**config.mk**
```make
export PLATFORM = sky130hd
export DESIGN_NAME = srig_top
export DESIGN_NICKNAME = d
export VERILOG_FILES = /design/src/inc/srig_pkg.sv /design/src/rtl/srig_sync_edge.sv /design/src/rtl/srig_top.sv
export SDC_FILE = /design/constraint.sdc
export NUM_CORES = 1
export LEC_CHECK = 0
export BUFFER_PORTS_ARGS = -buffer_cell sky130_fd_sc_hd__buf_2
export CAP_MARGIN = 20
export CORE_UTILIZATION = 34
export DETAILED_ROUTE_END_ITERATION = 7
export GPL_ROUTABILITY_DRIVEN = 1
export PLACE_DENSITY = 0.65
export SYNTH_ARGS = -nofsm -noshare
export SYNTH_HDL_FRONTEND = slang
export SYNTH_HIERARCHICAL = 1
export SYNTH_SLANG_ARGS = --single-unit
```
**constraint.sdc**
```tcl
create_clock -name clk -period 5.2 [get_ports clk]
set_input_delay 1.04 -clock clk [delete_from_list [all_inputs] [get_ports clk]]
set_output_delay 1.04 -clock clk [all_outputs]
set_load 0.03 [all_outputs]
```
**src/inc/srig_pkg.sv**
```systemverilog
// Function
// - polarity low passes input, high inverts it
// - slope selector gives signal and its complement
// - selected signal buffered onto conditioned jack
// - interval functions: direct gates off, generator fed
// - manual timing: both direct gates held off
// - channel-one sum/frequency: only channel-two gate off
// - clear forces interval low, complement high
// - while low, channel-one path on, two off
// - channel-one edge sets high, swaps paths, data low
// - stays high until channel-two edge returns low
// - re-arms for channel one without further clear
// - interval pulse from channel-one to channel-two edge
// - interval pulse is measurement gate source
// - slope polarities choose rising or falling edges
//
// Purpose: shared constants and types for the slope, route and interval gate
// Assumes: AXI4-Lite register access with 32-bit data
// Notes:   register offsets are byte addresses, one aligned word each
package srig_pkg;

  // bus widths and answers
  localparam int unsigned   DATA_W      = 32;
  localparam int unsigned   ADDR_W      = 32;
  localparam int unsigned   STRB_W      = 4;
  localparam logic [1:0]    RESP_OKAY   = 2'h0;
  localparam logic [1:0]    RESP_SLVERR = 2'h2;

  // register byte offsets
  localparam logic [31:0]   OFF_CTRL    = 32'h0000_0000;
  localparam logic [31:0]   OFF_STATUS  = 32'h0000_0004;
  localparam logic [31:0]   OFF_CLEAR   = 32'h0000_0008;
  localparam logic [31:0]   OFF_COUNT   = 32'h0000_000C;

  // control field positions
  localparam int unsigned   CTRL_POL_ONE  = 0;
  localparam int unsigned   CTRL_POL_TWO  = 1;
  localparam int unsigned   CTRL_FUNC_LSB = 4;
  localparam int unsigned   FUNC_W        = 4;
  localparam int unsigned   CLEAR_BIT     = 0;

  // status field positions
  localparam int unsigned   ST_INTERVAL   = 0;
  localparam int unsigned   ST_SEL_ONE    = 1;
  localparam int unsigned   ST_SEL_TWO    = 2;
  localparam int unsigned   ST_PATH_ONE   = 3;
  localparam int unsigned   ST_PATH_TWO   = 4;
  localparam int unsigned   ST_DIRECT_ONE = 5;
  localparam int unsigned   ST_DIRECT_TWO = 6;
  localparam int unsigned   ST_GATE_SRC   = 7;

  // completed interval counter width and reset
  localparam int unsigned   COUNT_W       = 16;
  localparam logic [15:0]   COUNT_RESET   = 16'h0000;

  // measurement functions
  typedef enum logic [3:0] {
    FN_FREQ_ONE,
    FN_PERIOD_TWO,
    FN_WIDTH_TWO,
    FN_INTERVAL_VAR,
    FN_PERIOD_TWO_AVG,
    FN_WIDTH_TWO_AVG,
    FN_INTERVAL_AVG,
    FN_EVENTS_DURING,
    FN_RATIO,
    FN_CHANNEL_ONE_EVENT_SUM,
    FN_MANUAL
  } srig_func_t;

  // software control word
  typedef struct packed {
    logic [3:0] func;
    logic       pol_two;
    logic       pol_one;
  } srig_ctrl_t;

  localparam srig_ctrl_t CTRL_RESET = '{func: 4'h0, pol_two: 1'b0, pol_one: 1'b0};

  // routing gate enables for one function
  typedef struct packed {
    logic direct_one;
    logic direct_two;
    logic interval;
  } srig_route_t;

  // interval generator states
  typedef enum logic {IV_LOW, IV_HIGH} srig_iv_t;

endpackage

```
**src/rtl/srig_sync_edge.sv**
```systemverilog
// Purpose: two-flop synchroniser with rising and falling edge detect
// Assumes: din is asynchronous to clk
// Notes:   first stage feeds only the second stage
`timescale 1ns/1ns
module srig_sync_edge (
  input  wire logic clk,
  input  wire logic rst,
  input  wire logic ce,
  input  wire logic din,
  output logic      level,
  output logic      rise,
  output logic      fall
);

  logic meta;       // first stage, read only by stage two
  logic stable;     // second stage
  logic last;       // previous stable value for edges
  logic next_meta;
  logic next_stable;
  logic next_last;

  // shift chain next values
  always_comb begin
    next_meta   = din;
    next_stable = meta;
    next_last   = stable;
  end

  // chain registers, frozen while ce is low
  always_ff @(posedge clk) begin
    if (rst) begin
      meta   <= 1'b0;
      stable <= 1'b0;
      last   <= 1'b0;
    end else if (ce) begin
      meta   <= next_meta;
      stable <= next_stable;
      last   <= next_last;
    end
  end

  // edge strobes last one enabled cycle
  assign level = stable;
  assign rise  = stable & ~last;
  assign fall  = ~stable & last;

endmodule

```
**src/rtl/srig_top.sv**
```systemverilog
// Purpose: slope select, routing gates and interval generator of a counter
// Assumes: clk 125 MHz, shaped channel inputs asynchronous, AXI4-Lite access
// Notes:   all outputs registered, so they trail the inputs by sync delay
`timescale 1ns/1ns
module srig_top
  import srig_pkg::*;
(
  input  wire logic               clk,
  input  wire logic               rst,
  input  wire logic               ce,
  input  wire logic               first_input_channel,
  input  wire logic               second_input_channel,
  input  wire logic               interval_clear,
  output logic                    conditioned_signal_jack_one,
  output logic                    conditioned_signal_jack_two,
  output logic                    slope_one,
  output logic                    slope_one_n,
  output logic                    slope_two,
  output logic                    slope_two_n,
  output logic                    direct_route_one,
  output logic                    direct_route_two,
  output logic                    interval_out,
  output logic                    interval_out_n,
  output logic                    gate_source,
  input  wire logic [ADDR_W-1:0]  s_axi_awaddr,
  input  wire logic               s_axi_awvalid,
  output logic                    s_axi_awready,
  input  wire logic [DATA_W-1:0]  s_axi_wdata,
  input  wire logic [STRB_W-1:0]  s_axi_wstrb,
  input  wire logic               s_axi_wvalid,
  output logic                    s_axi_wready,
  output logic [1:0]              s_axi_bresp,
  output logic                    s_axi_bvalid,
  input  wire logic               s_axi_bready,
  input  wire logic [ADDR_W-1:0]  s_axi_araddr,
  input  wire logic               s_axi_arvalid,
  output logic                    s_axi_arready,
  output logic [DATA_W-1:0]       s_axi_rdata,
  output logic [1:0]              s_axi_rresp,
  output logic                    s_axi_rvalid,
  input  wire logic               s_axi_rready
);

  // true when an address hits a register word exactly
  function automatic logic addr_is(input logic [ADDR_W-1:0] a, input logic [31:0] off);
    addr_is = (a == off);
  endfunction

  // routing gate pattern for a function code
  function automatic srig_route_t route_of(input logic [3:0] code);
    srig_route_t r;
    r = '{direct_one: 1'b1, direct_two: 1'b1, interval: 1'b0};
    case (srig_func_t'(code))
      FN_INTERVAL_VAR, FN_INTERVAL_AVG: begin
        r = '{direct_one: 1'b0, direct_two: 1'b0, interval: 1'b1};
      end
      FN_MANUAL: begin
        r = '{direct_one: 1'b0, direct_two: 1'b0, interval: 1'b0};
      end
      FN_FREQ_ONE, FN_CHANNEL_ONE_EVENT_SUM: begin
        r = '{direct_one: 1'b1, direct_two: 1'b0, interval: 1'b0};
      end
      default: begin
        r = '{direct_one: 1'b1, direct_two: 1'b1, interval: 1'b0};
      end
    endcase
    return r;
  endfunction

  // synchronised channel levels and edges
  logic        lvl_one;      // channel one level
  logic        rise_one;     // channel one rising edge
  logic        fall_one;     // channel one falling edge
  logic        lvl_two;      // channel two level
  logic        rise_two;     // channel two rising edge
  logic        fall_two;     // channel two falling edge

  srig_sync_edge u_sync_one (
    .clk   (clk),
    .rst   (rst),
    .ce    (ce),
    .din   (first_input_channel),
    .level (lvl_one),
    .rise  (rise_one),
    .fall  (fall_one)
  );

  srig_sync_edge u_sync_two (
    .clk   (clk),
    .rst   (rst),
    .ce    (ce),
    .din   (second_input_channel),
    .level (lvl_two),
    .rise  (rise_two),
    .fall  (fall_two)
  );

  // register state
  srig_ctrl_t              ctrl;          // polarities and function
  logic                    sw_clear;      // one-cycle clear from software
  logic [COUNT_W-1:0]      done_count;    // completed intervals, wraps
  srig_iv_t                iv_state;      // interval generator state

  // slope and routing view of this cycle
  logic                    sel_one;       // slope-selected channel one
  logic                    sel_two;       // slope-selected channel two
  logic                    edge_one;      // qualifying channel one edge
  logic                    edge_two;      // qualifying channel two edge
  logic                    path_one;      // channel one path into generator
  logic                    path_two;      // channel two path into generator
  logic                    iv_data;       // next-state data presented
  logic                    gen_clear;     // clear pulse into generator
  srig_route_t             route;         // gate enables

  // slope selection and edge qualification
  always_comb begin
    sel_one  = lvl_one ^ ctrl.pol_one;
    sel_two  = lvl_two ^ ctrl.pol_two;
    // edge of the selected signal; no glitch edge when polarity flips
    edge_one = ctrl.pol_one ? fall_one : rise_one;
    edge_two = ctrl.pol_two ? fall_two : rise_two;
    route    = route_of(ctrl.func);
    path_one = route.interval & (iv_state == IV_LOW);
    path_two = route.interval & (iv_state == IV_HIGH);
    iv_data  = (iv_state == IV_LOW);
    gen_clear = interval_clear | sw_clear;
  end

  // interval generator next state
  srig_iv_t           next_iv_state;
  logic [COUNT_W-1:0] next_done_count;

  always_comb begin
    next_iv_state   = iv_state;
    next_done_count = done_count;
    if (gen_clear) begin
      next_iv_state = IV_LOW;
    end else if (path_one && edge_one) begin
      next_iv_state = iv_data ? IV_HIGH : IV_LOW;
    end else if (path_two && edge_two) begin
      next_iv_state   = IV_LOW;
      next_done_count = done_count + 1'b1;
    end
    // leaving interval functions drops a running interval
    if (!route.interval) begin
      next_iv_state = IV_LOW;
    end
  end

  // interval generator registers
  always_ff @(posedge clk) begin
    if (rst) begin
      iv_state   <= IV_LOW;
      done_count <= COUNT_RESET;
    end else if (ce) begin
      iv_state   <= next_iv_state;
      done_count <= next_done_count;
    end
  end

  // pin outputs next values
  logic next_jack_one;
  logic next_jack_two;
  logic next_slope_one;
  logic next_slope_one_n;
  logic next_slope_two;
  logic next_slope_two_n;
  logic next_direct_one;
  logic next_direct_two;
  logic next_interval;
  logic next_interval_n;
  logic next_gate_source;

  always_comb begin
    next_jack_one    = sel_one;
    next_jack_two    = sel_two;
    next_slope_one   = sel_one;
    next_slope_one_n = ~sel_one;
    next_slope_two   = sel_two;
    next_slope_two_n = ~sel_two;
    next_direct_one  = sel_one & route.direct_one;
    next_direct_two  = sel_two & route.direct_two;
    next_interval    = (next_iv_state == IV_HIGH);
    next_interval_n  = (next_iv_state != IV_HIGH);
    // gate source only carries the interval in the interval functions
    next_gate_source = route.interval & (next_iv_state == IV_HIGH);
  end

  // pin output registers; interval pins track the state flop exactly
  always_ff @(posedge clk) begin
    if (rst) begin
      conditioned_signal_jack_one <= 1'b0;
      conditioned_signal_jack_two <= 1'b0;
      slope_one                   <= 1'b0;
      slope_one_n                 <= 1'b1;
      slope_two                   <= 1'b0;
      slope_two_n                 <= 1'b1;
      direct_route_one            <= 1'b0;
      direct_route_two            <= 1'b0;
      interval_out                <= 1'b0;
      interval_out_n              <= 1'b1;
      gate_source                 <= 1'b0;
    end else if (ce) begin
      conditioned_signal_jack_one <= next_jack_one;
      conditioned_signal_jack_two <= next_jack_two;
      slope_one                   <= next_slope_one;
      slope_one_n                 <= next_slope_one_n;
      slope_two                   <= next_slope_two;
      slope_two_n                 <= next_slope_two_n;
      direct_route_one            <= next_direct_one;
      direct_route_two            <= next_direct_two;
      interval_out                <= next_interval;
      interval_out_n              <= next_interval_n;
      gate_source                 <= next_gate_source;
    end
  end

  // status word seen by software
  logic [DATA_W-1:0] status_word;

  always_comb begin
    status_word                = '0;
    status_word[ST_INTERVAL]   = (iv_state == IV_HIGH);
    status_word[ST_SEL_ONE]    = sel_one;
    status_word[ST_SEL_TWO]    = sel_two;
    status_word[ST_PATH_ONE]   = path_one;
    status_word[ST_PATH_TWO]   = path_two;
    status_word[ST_DIRECT_ONE] = route.direct_one;
    status_word[ST_DIRECT_TWO] = route.direct_two;
    status_word[ST_GATE_SRC]   = route.interval;
  end

  // bus write side: address and data held until the response is taken
  logic [ADDR_W-1:0] aw_addr;
  logic [DATA_W-1:0] w_data;
  logic [STRB_W-1:0] w_strb;
  logic [ADDR_W-1:0] next_aw_addr;
  logic [DATA_W-1:0] next_w_data;
  logic [STRB_W-1:0] next_w_strb;
  logic              next_awready;
  logic              next_wready;
  logic              next_bvalid;
  logic [1:0]        next_bresp;
  srig_ctrl_t        next_ctrl;
  logic              next_sw_clear;
  logic              do_write;

  always_comb begin
    next_aw_addr  = aw_addr;
    next_w_data   = w_data;
    next_w_strb   = w_strb;
    next_awready  = s_axi_awready;
    next_wready   = s_axi_wready;
    next_bvalid   = s_axi_bvalid;
    next_bresp    = s_axi_bresp;
    next_ctrl     = ctrl;
    next_sw_clear = 1'b0;
    // both halves held and no response pending
    do_write      = !s_axi_awready && !s_axi_wready && !s_axi_bvalid;
    if (s_axi_awvalid && s_axi_awready) begin
      next_aw_addr = s_axi_awaddr;
      next_awready = 1'b0;
    end
    if (s_axi_wvalid && s_axi_wready) begin
      next_w_data = s_axi_wdata;
      next_w_strb = s_axi_wstrb;
      next_wready = 1'b0;
    end
    if (do_write) begin
      next_bvalid = 1'b1;
      next_bresp  = RESP_OKAY;
      // all control fields sit in byte lane 0
      if (addr_is(aw_addr, OFF_CTRL)) begin
        if (w_strb[0]) begin
          next_ctrl.pol_one = w_data[CTRL_POL_ONE];
          next_ctrl.pol_two = w_data[CTRL_POL_TWO];
          next_ctrl.func    = w_data[CTRL_FUNC_LSB +: FUNC_W];
        end
      end else if (addr_is(aw_addr, OFF_CLEAR)) begin
        next_sw_clear = w_strb[0] & w_data[CLEAR_BIT];
      end else if (addr_is(aw_addr, OFF_STATUS) || addr_is(aw_addr, OFF_COUNT)) begin
        next_bresp = RESP_OKAY;  // read-only words ignore writes
      end else begin
        next_bresp = RESP_SLVERR;
      end
    end
    if (s_axi_bvalid && s_axi_bready) begin
      next_bvalid  = 1'b0;
      next_awready = 1'b1;
      next_wready  = 1'b1;
    end
  end

  // write side registers
  always_ff @(posedge clk) begin
    if (rst) begin
      aw_addr       <= '0;
      w_data        <= '0;
      w_strb        <= '0;
      s_axi_awready <= 1'b1;
      s_axi_wready  <= 1'b1;
      s_axi_bvalid  <= 1'b0;
      s_axi_bresp   <= RESP_OKAY;
      ctrl          <= CTRL_RESET;
      sw_clear      <= 1'b0;
    end else if (ce) begin
      aw_addr       <= next_aw_addr;
      w_data        <= next_w_data;
      w_strb        <= next_w_strb;
      s_axi_awready <= next_awready;
      s_axi_wready  <= next_wready;
      s_axi_bvalid  <= next_bvalid;
      s_axi_bresp   <= next_bresp;
      ctrl          <= next_ctrl;
      sw_clear      <= next_sw_clear;
    end
  end

  // bus read side: data sampled at the address edge
  logic              next_arready;
  logic              next_rvalid;
  logic [DATA_W-1:0] next_rdata;
  logic [1:0]        next_rresp;

  always_comb begin
    next_arready = s_axi_arready;
    next_rvalid  = s_axi_rvalid;
    next_rdata   = s_axi_rdata;
    next_rresp   = s_axi_rresp;
    if (s_axi_arvalid && s_axi_arready) begin
      next_arready = 1'b0;
      next_rvalid  = 1'b1;
      next_rresp   = RESP_OKAY;
      next_rdata   = '0;
      if (addr_is(s_axi_araddr, OFF_CTRL)) begin
        next_rdata[CTRL_POL_ONE]             = ctrl.pol_one;
        next_rdata[CTRL_POL_TWO]             = ctrl.pol_two;
        next_rdata[CTRL_FUNC_LSB +: FUNC_W]  = ctrl.func;
      end else if (addr_is(s_axi_araddr, OFF_STATUS)) begin
        next_rdata = status_word;
      end else if (addr_is(s_axi_araddr, OFF_CLEAR)) begin
        next_rdata = '0;
      end else if (addr_is(s_axi_araddr, OFF_COUNT)) begin
        next_rdata[COUNT_W-1:0] = done_count;
      end else begin
        next_rresp = RESP_SLVERR;
      end
    end else if (s_axi_rvalid && s_axi_rready) begin
      next_rvalid  = 1'b0;
      next_arready = 1'b1;
    end
  end

  // read side registers
  always_ff @(posedge clk) begin
    if (rst) begin
      s_axi_arready <= 1'b1;
      s_axi_rvalid  <= 1'b0;
      s_axi_rdata   <= '0;
      s_axi_rresp   <= RESP_OKAY;
    end else if (ce) begin
      s_axi_arready <= next_arready;
      s_axi_rvalid  <= next_rvalid;
      s_axi_rdata   <= next_rdata;
      s_axi_rresp   <= next_rresp;
    end
  end

endmodule

```
==> results by group, run 1 <==
Floorplan
  – Chip Height: 114 um
  – Starting Density: 0.353
  – IO Pins: 163
  – Num rows: 40
  – Core area: 12,100 sq um
  – Die area: 13,000 sq um
  – Die Wd: 114 um

STA
  – Hold Fails Final Rpt: 0
  – Tmin final: 2.67 ns
  – Fmax: 374 MHz
  – Final setup fails: 0
  – Worst-case clock skew: 0.00926 ns
  – Max transition margin: 0.344
  – Slew @ Worst Pin: 0.981 ns
  – Tcrit/Tclk final: 0.514
  – Sum Neg Setup Slack: 0 ns
  – Pins Over Slew Limit: 0
  – RSZ-0062 raised after global routing: no

Yosys
  – Top FF cell, synth: dfxtp_1
  – Most common cell in the netlist: dfxtp_1
  – EDFF count, synth: 0
  – Area leader, netlist: dfxtp_1
  – Largest family of logic cells by synthesized area: simple AND/OR/NAND/NOR gates
  – Top cells by area, synth: dfxtp_1, nand2_1, a21oi_1
  – Most frequent cells after synthesis: dfxtp_1, nand2_1, a21oi_1, nor2_1, mux2i_1
  – Async set-reset flop share out of synthesis: 0
  – Simple-gate portion of the synthesized area: 0.232
  – Share of the synthesized area in compound gates (AO/OA/AOI/OAI): 0.145
  – Yosys reg bits: 99
  – Ys Warns: 6
  – Synth top area share: 0.464
  – Post-synthesis average cell area: 8.61 sq um
  – Post-Synth Adder-Cell Area: 0.00293
  – Multiplexer share of the synthesized area: 0.0615
  – Area of the mapped netlist: 4270 sq um
  – Synth Area in XOR/XNOR: 0.0202
  – Register area share after synthesis: 0.464
  – Distinct cell type count after synthesis: 50
  – Mapped Cells: 496

Global route
  – Number of antenna violations at the first check in global routing: 0
  – GR Util All Layers: 0.143
  – Vias in the first global route: 3,229
  – Largest net degree at the start of global routing: 83
  – GRT overflow: 0
  – First-pass GRT wire length: 14.9 mm

Drt
  – Drc violations: 0
  – First drt pass iteration count: 4
  – Vias: 3,690
  – Vias/cell: 4.82
  – WL final: 9.31 mm
  – Wirelength per Cell: 12.2 um
  – Initial drt markers: 181
  – Routed Antenna Nets: 0

Power and ir drop
  – Clock power share: 0.392
  – Reg power frac: 0.508
  – Sw Pwr: 397 uW
  – Sw frac: 0.255
  – Comb pwr share: 0.099
  – Internal power: 1160 uW
  – Leakage: 0.00217 uW
  – Maximum VDD drop: 164 uV
  – P per Cell Area: 303 nW/um^2

Critical path
  – CP required: 5.40 ns
  – Crit Path Class: in2reg
  – R2R depth: 6
  – Crit Path Max Fanout: 28
  – Setup crit end kind: register
  – Crit path DAT: 2.88 ns
  – Reg2Reg Capture Point: done_count[7]
  – Critical path startpoint category: input port
  – Worst flop-to-flop path startpoint: u_sync_two/level
  – R2R Setup Slk: 3.22 ns

Clocking
  – Post-CTS Hold Buffers: 0
  – Total CTS buffers: 9
  – CTS root buf: clkbuf_16
  – CTS resizes: 0
  – Clock-pin slew on the worst setup and hold paths: 0.07 ns
  – CTS max path bufs: 2
  – TritonCTS Sinks: 99
  – Post-CTS Setup Repair Bufs: 0
  – H-tree depth: 3
  – CTS tree: yes
  – Clk_lat worst skew: 0.35 ns

Hold path
  – Worst hold path class: reg2reg
  – Min-Delay Endpoint: interval_out_n
  – Hold Path Stages: 2
  – Worst hold path startpoint: interval_out_n

Placement
  – Placed cells: 748
  – GPL Wtd Cong: 0.798
  – Hpwl dp: 6.79 mm
  – PortBufs: 115

Layout
  – Fin cells: 766
  – Syn-to-layout area delta: 20.7%
  – Fill count: 1,234
  – Share of post-route cells with drive strength above 1: 0.237
  – Inserted Diodes: 0
  – Layout net count: 705

Run status
  – Status: finished clean

Job
  – Max Cap Viol: 0
## worst max-delay path: stages
cell and delay (ns):
buf_2 0.41, nor4b_2 0.47, nand3b_1 0.21, nor4_4 0.45, mux2i_1 0.25, nor2_1 0.05
## layout by cell type (no fill, tap or decap), types with 2 or more instances in the layout
cell type	instances
a211oi_1	2
a21o_1	2
a21oi_1	51
a22o_1	12
a22oi_1	2
a31oi_1	2
a32o_1	2
and2_1	4
and3_1	6
buf_2	115
clkbuf_1	2
clkbuf_16	9
clkinvlp_4	2
conb_1	18
dfxtp_1	99
inv_1	6
mux2_2	2
mux2i_1	24
nand2_1	91
nand2b_1	3
nand3_1	6
nand4_1	7
nor2_1	41
nor2b_1	5
nor3_1	4
nor4_1	15
nor4_4	2
o21a_1	3
o21ai_0	16
o31ai_1	4
or3_1	6
or4_1	5
xnor2_1	6
xor2_1	2
## registers in the layout, indices dropped and copies added (netlist names), 6 cells and up
register	count
aw_addr	32
done_count	16
s_axi_rdata	16
ctrl	6
w_data	6
## cell families after synthesis
family | after synthesis
AOI/OAI and AO/OA | 102
xor gates and xnor gates | 9
adders and majority gates | 1
buffers and inverters | 56
DFF | 99
muxes | 26
other | 1
and+or+nand+nor | 202
## through the flow
stage | instance area (sq um) | hold slack [ns] | power (uW) | setup WS (ns) | utilization
3_3_place_gp | 4840 | 0.440 | 958 | 2.16 | 0.400
3_5_place_dp | 4840 | 0.443 | 962 | 2.13 | 0.400
4_1_cts | 5110 | 0.457 | 1580 | 2.47 | 0.422
5_1_grt | 5150 | 0.473 | 1630 | 2.32 | 0.426
6_report | 5150 | 0.455 | 1560 | 2.53 | 0.426
2_1_floorplan | 4340 | 0.431 | 918 | 2.79 | -
## routing by layer
layer	wire, um	global-route usage	vias to the layer above
met4	104	0.0416	0
li1	-	-	1881
met5	0	0	-
met1	4100	0.173	1671
met3	745	0.0540	9
met2	4370	0.238	129
## worst max path at each step
stage	startpoint	end	cells after the start
2_1_floorplan	s_axi_araddr[26]	s_axi_rdata[10]	6
6_report	ce	ctrl[3]	6
4_1_cts	ce	ctrl[3]	6
3_3_place_gp	ce	ctrl[0]	6
3_5_place_dp	ce	ctrl[2]	6
5_1_grt	ce	ctrl[2]	6
## layout make-up
cell class	instances	area, sq um	share of cell area
clock buffers	11	233	0.0451
inverters	7	26.3	0.00510
multi-input cells	358	2040	0.396
well taps	168	210	0.0408
flip-flops and latches	99	1980	0.384
clock inverters	5	37.5	0.00728
repair buffers	118	626	0.121
## power groups by stage
stage | Combinational, uW | Clock (uW) | Sequential [uW]
final | 155 | 612 | 793
after global placement | 149 | 0 | 809
after CTS | 152 | 631 | 793
after detailed placement | 152 | 0 | 810
after floorplan | 99.6 | 0 | 818
after global routing | 170 | 664 | 795
(Power assumes the default switching activity.)
==> run 2, diff against run 1 <==
Settings changed: PLACE_DENSITY 0.65 to 0.67.
Clock period 5.2 ns to 2.3 ns, I/O delays scaled along.
==> run 2 against run 1 <==
Effect of this change:
- cell area increased by 0.56%
- register-to-register slack got worse by 2.9 ns
- non-clock buffer count increased by 6
- die area unchanged
- total power increased by 130%
- sequential share of layout area decreased by 0.21 points
- combinational power increased by 120%
==> results by group, run 2 (synthesized netlist as in run 1, its figures left out) <==
Power and ir drop
  – Internal power: 2680 uW
  – Maximum VDD drop: 376 uV
  – Comb pwr share: 0.098
  – Reg power frac: 0.502
  – Sw frac: 0.248
  – Clock power share: 0.400
  – Leakage: 0.00220 uW
  – P per Cell Area: 689 nW/um^2
  – Sw Pwr: 885 uW

Layout
  – Top Registers: aw_addr x32, done_count x16, s_axi_rdata x16
  – Max reg flops: 32
  – Inserted Diodes: 0
  – Reg with most FFs: aw_addr
  – Layout net count: 711
  – Commonest non-fill, non-tap cell in the layout: buf_2
  – Share of post-route cells with drive strength above 1: 0.245
  – Most frequent cells in the layout: buf_2, dfxtp_1, nand2_1
  – Syn-to-layout area delta: 21.4%
  – Post-Route Utilization: 0.428

Critical path
  – Worst flop-to-flop path startpoint: u_sync_two/level
  – Crit path DAT: 2.26 ns
  – Crit Path Max Fanout: 11
  – Critical Path Start: u_sync_two/level
  – Crit Path Class: reg2reg
  – Setup crit end kind: register
  – Critical path startpoint category: register
  – CP required: 2.57 ns

Job
  – Max Cap Viol: 0

Clocking
  – CTS root buf: clkbuf_16
  – CTS tree: yes
  – H-tree depth: 3
  – CTS resizes: 0
  – Post-CTS Hold Buffers: 0
  – TritonCTS Sinks: 99
  – Clk_lat worst skew: 0.34 ns
  – CTS max path bufs: 2
  – Clock-pin slew on the worst setup and hold paths: 0.07 ns
  – Total CTS buffers: 9
  – Post-CTS Setup Repair Bufs: 0

Placement
  – Hpwl dp: 7.22 mm
  – GPL Wtd Cong: 0.803
  – PortBufs: 115

STA
  – Tcrit/Tclk final: 0.864
  – Final setup fails: 0
  – RSZ-0062 raised after global routing: no
  – Sum Neg Setup Slack: 0 ns
  – Tmin final: 1.99 ns
  – Fmax: 503 MHz
  – Pins Over Slew Limit: 0
  – Slew @ Worst Pin: 0.990 ns
  – Worst-case clock skew: 0.00846 ns
  – Max transition margin: 0.338
  – Hold Fails Final Rpt: 0

Global route
  – Vias in the first global route: 3,344
  – Number of antenna violations at the first check in global routing: 0
  – First-pass GRT wire length: 15.5 mm
  – GRT overflow: 0
  – GR Util All Layers: 0.152
  – Largest net degree at the start of global routing: 50

Floorplan
  – Core area: 12,100 sq um
  – Num rows: 40
  – Die Wd: 114 um
  – Die area: 13,000 sq um
  – IO Pins: 163
  – Chip Height: 114 um
  – Starting Density: 0.353

Drt
  – WL met1: 4.30 mm
  – Wirelength per Cell: 12.5 um
  – Drc violations: 0
  – Vias: 3,740
  – Met2 Routed Length: 4.54 mm
  – Met3 WL: 654 um
  – Routed Antenna Nets: 0
  – Vias/cell: 4.84
  – WL final: 9.67 mm
  – Initial drt markers: 182
  – First drt pass iteration count: 4
  – DR top layer: met4

Run status
  – Status: finished clean

Hold path
  – Worst hold path startpoint: s_axi_wstrb[0]
  – Worst hold path class: in2reg
run 2: worst max-delay path, cell delays in order (launching register included):
cell and delay, ns:
dfxtp_1 0.40, nor2b_1 0.15, mux2_2 0.16, and3_1 0.22, nand4_1 0.37, or3_1 0.47
a21oi_1 0.14
run 2: worst paths after layout:
kind,end,slack [ns],cells after the start
setup / recovery,done_count[7],0.31,6
hold / removal,w_strb[0],0.35,3
setup reg to reg,done_count[7],0.31,6
hold reg to reg,aw_addr[27],0.46,2
run 2: final cells by class:
class / instances / area [sq um]
Clock inverter: 3 / 21.3
Sequential cell: 99 / 1980
Inverter: 7 / 26.3
Fill cell: 1208 / 6930
Clock buffer: 13 / 260
Tap cell: 168 / 210
Timing Repair Buffer: 124 / 643
Multi-Input combinational cell: 358 / 2040
run 2: power by group through the flow:
| stage | combinational, uW | sequential [uW] | clock (uW) |
|---|---|---|---|
| 6_report | 348 | 1790 | 1430 |
| 3_3_place_gp | 343 | 1830 | 0 |
| 3_5_place_dp | 352 | 1830 | 0 |
| 4_1_cts | 353 | 1790 | 1460 |
| 2_1_floorplan | 225 | 1850 | 0 |
| 5_1_grt | 383 | 1800 | 1550 |
run 2: through the flow:
step	hold WS, ns	setup WS (ns)	instance area [sq um]	std cells	power, uW
finish	0.347	0.313	5180	772	3570
floorplan	0.431	0.471	4340	513	2080
CTS	0.337	0.298	5180	772	3610
global route	0.344	0.127	5180	772	3730
detailed placement	0.449	0.134	4900	756	2180
global placement	0.442	0.221	4900	756	2170
run 2: routing by layer:
| metal | vias up | GRT usage |
|---|---|---|
| met2 | 128 | 0.247 |
| met4 | 0 | 0.0641 |
| met3 | 14 | 0.0413 |
| li1 | 1896 | - |
| met5 | - | 0 |
| met1 | 1702 | 0.190 |
==> run 3, diff against run 2 <==
Settings changed: SYNTH_HIERARCHICAL 1 to not set.
==> run 3 against run 2 <==
Effect of this change:
- combinational power grew 7.8%
- final cell count grew 2.7%
- critical endpoint is now ctrl[0]
- area after synthesis grew 2.6%
==> results by group, run 3 <==
Floorplan
  – Chip Height: 116 um
  – Num rows: 41
  – Die Wd: 116 um
  – Core area: 12,600 sq um
  – Starting Density: 0.347
  – IO Pins: 163
  – Die area: 13,400 sq um

Drt
  – Initial drt markers: 129
  – WL final: 10.4 mm
  – Vias/cell: 4.74
  – Routed Antenna Nets: 0
  – Wirelength per Cell: 13.1 um
  – Vias: 3,761
  – First drt pass iteration count: 4
  – Drc violations: 0

Clocking
  – CTS max path bufs: 2
  – Clock-pin slew on the worst setup and hold paths: 0.06 ns
  – Post-CTS Setup Repair Bufs: 0
  – TritonCTS Sinks: 99
  – Clk_lat worst skew: 0.34 ns
  – CTS resizes: 0
  – Total CTS buffers: 9
  – CTS tree: yes
  – Post-CTS Hold Buffers: 0
  – H-tree depth: 3
  – CTS root buf: clkbuf_16

STA
  – Worst-case clock skew: 0.00539 ns
  – Max transition margin: 0.569
  – Sum Neg Setup Slack: 0 ns
  – Hold Fails Final Rpt: 0
  – Slew @ Worst Pin: 0.647 ns
  – Tcrit/Tclk final: 0.837
  – Final setup fails: 0
  – Pins Over Slew Limit: 0
  – Fmax: 520 MHz
  – RSZ-0062 raised after global routing: no
  – Post-route setup slack: 0.376 ns
  – Tmin final: 1.92 ns

Power and ir drop
  – Leakage: 0.00224 uW
  – Power Total: 3640 uW
  – P per Cell Area: 674 nW/um^2
  – Sw frac: 0.243
  – Internal power: 2750 uW
  – Maximum VDD drop: 309 uV
  – Clock power share: 0.403
  – Sw Pwr: 885 uW
  – Comb pwr share: 0.103
  – Reg power frac: 0.493

Critical path
  – Crit path DAT: 2.16 ns
  – Crit-path slowest cell: nor4_4
  – Crit path cell chain: nor4_1 > nand4_1 > nor4_4 > mux2i_1 > nor2_1
  – Setup crit end kind: register
  – Critical path startpoint category: register
  – Max incr delay on CP: 0.58 ns
  – CP required: 2.54 ns
  – Crit Path Max Fanout: 6
  – Crit Path Class: reg2reg

Global route
  – Largest net degree at the start of global routing: 38
  – GR Util All Layers: 0.162
  – Vias in the first global route: 3,479
  – First-pass GRT wire length: 16.8 mm
  – GRT overflow: 0
  – Number of antenna violations at the first check in global routing: 1

Layout
  – Max reg flops: 32
  – Reg with most FFs: aw_addr
  – Cell area after layout: 5400 sq um
  – Most frequent cells in the layout: buf_2, dfxtp_1, nand2_1
  – Syn-to-layout area delta: 23.1%
  – Inserted Diodes: 0
  – Commonest non-fill, non-tap cell in the layout: buf_2
  – Top Registers: aw_addr x32, done_count x16, s_axi_rdata x16
  – Fill count: 1,265
  – Share of post-route cells with drive strength above 1: 0.269
  – Layout net count: 728

Yosys
  – Top FF cell, synth: dfxtp_1
  – Area leader, netlist: dfxtp_1
  – Top cells by area, synth: dfxtp_1, nand2_1, a21oi_1
  – Most common cell in the netlist: dfxtp_1
  – Async set-reset flop share out of synthesis: 0
  – Ys Warns: 0
  – Area of the mapped netlist: 4380 sq um
  – Yosys reg bits: 99
  – Distinct cell type count after synthesis: 54
  – Register area share after synthesis: 0.452
  – EDFF count, synth: 0
  – Mapped Cells: 507
  – Post-synthesis average cell area: 8.65 sq um
  – Most frequent cells after synthesis: dfxtp_1, nand2_1, nor2_1, a21oi_1, buf_4
  – Synth top area share: 0.452

Placement
  – Hpwl dp: 7.91 mm
  – Pre-CTS setup slack: 0.314 ns
  – PortBufs: 115
  – GPL Wtd Cong: 0.792
  – Dpl cell area: 5110 sq um

Hold path
  – Worst hold path class: in2reg

Job
  – Max Cap Viol: 0

Run status
  – Status: finished clean
run 3: cell count changes after synthesis, sizes merged, moves of 7 or more:
cell,before,now
nor2,41,55
a22o,12,1
xnor2,7,17
nor4,17,26
a32oi,1,9
buf,26,33
run 3: path summary, 6_finish.rpt:
| check | slack [ns] | cells past startpoint | to | startpoint |
|---|---|---|---|---|
| min reg2reg | 0.45 | 2 | slope_two_n | slope_two_n |
| max reg2reg | 0.38 | 5 | ctrl[0] | aw_addr[20] |
| max | 0.38 | 5 | ctrl[0] | aw_addr[20] |
| min | 0.35 | 3 | aw_addr[22] | s_axi_awaddr[22] |
run 3: per-stage QoR:
step / utilization / hold WS (ns) / std cells
after floorplan: - / 0.431 / 524
after global placement: 0.405 / 0.437 / 777
after detailed placement: 0.405 / 0.441 / 777
after CTS: 0.428 / 0.332 / 793
after global routing: 0.428 / 0.343 / 793
final: 0.428 / 0.348 / 793
run 3: routing by layer:
layer / track usage / routed length (um) / vias up
li1: - / - / 1932
met1: 0.209 / 4840 / 1730
met2: 0.252 / 4820 / 77
met3: 0.0445 / 438 / 20
met4: 0.0753 / 244 / 2
met5: 0 / 13 / -
run 3: layout make-up:
cell class                      instances  area, sq um  share of cell area
Clock buffer                           15          288              0.0533
Clock inverter                          1         5.00            0.000927
Inverter                                6         22.5             0.00417
Multi-Input combinational cell        367         2150               0.398
Sequential cell                        99         1980               0.367
Tap cell                              172          215              0.0399
Timing Repair Buffer                  133          736               0.136
run 3: logic make-up after synthesis:
| family | after synthesis | share of synthesized area |
|---|---|---|
| AOI/OAI and AO/OA | 87 | 0.124 |
| other | 1 | 0.000855 |
| xor gates and xnor gates | 19 | 0.0397 |
| and+or+nand+nor | 221 | 0.260 |
| buffers and inverters | 58 | 0.0719 |
| adders and majority gates | 1 | 0.00285 |
| DFF | 99 | 0.452 |
| muxes | 21 | 0.0485 |
run 3: worst max-delay path, delay by kind of cell (launching register included):
kind          cells  cell delay (ns)
flops             1             0.31
simple gates      4             1.24
mux               1             0.25
run 3: power groups by stage:
stage | combinational [uW] | clock (uW) | sequential, uW
6_report | 375 | 1470 | 1800
5_1_grt | 418 | 1590 | 1800
4_1_cts | 380 | 1510 | 1800
3_5_place_dp | 379 | 0 | 1840
3_3_place_gp | 371 | 0 | 1830
2_1_floorplan | 242 | 0 | 1850
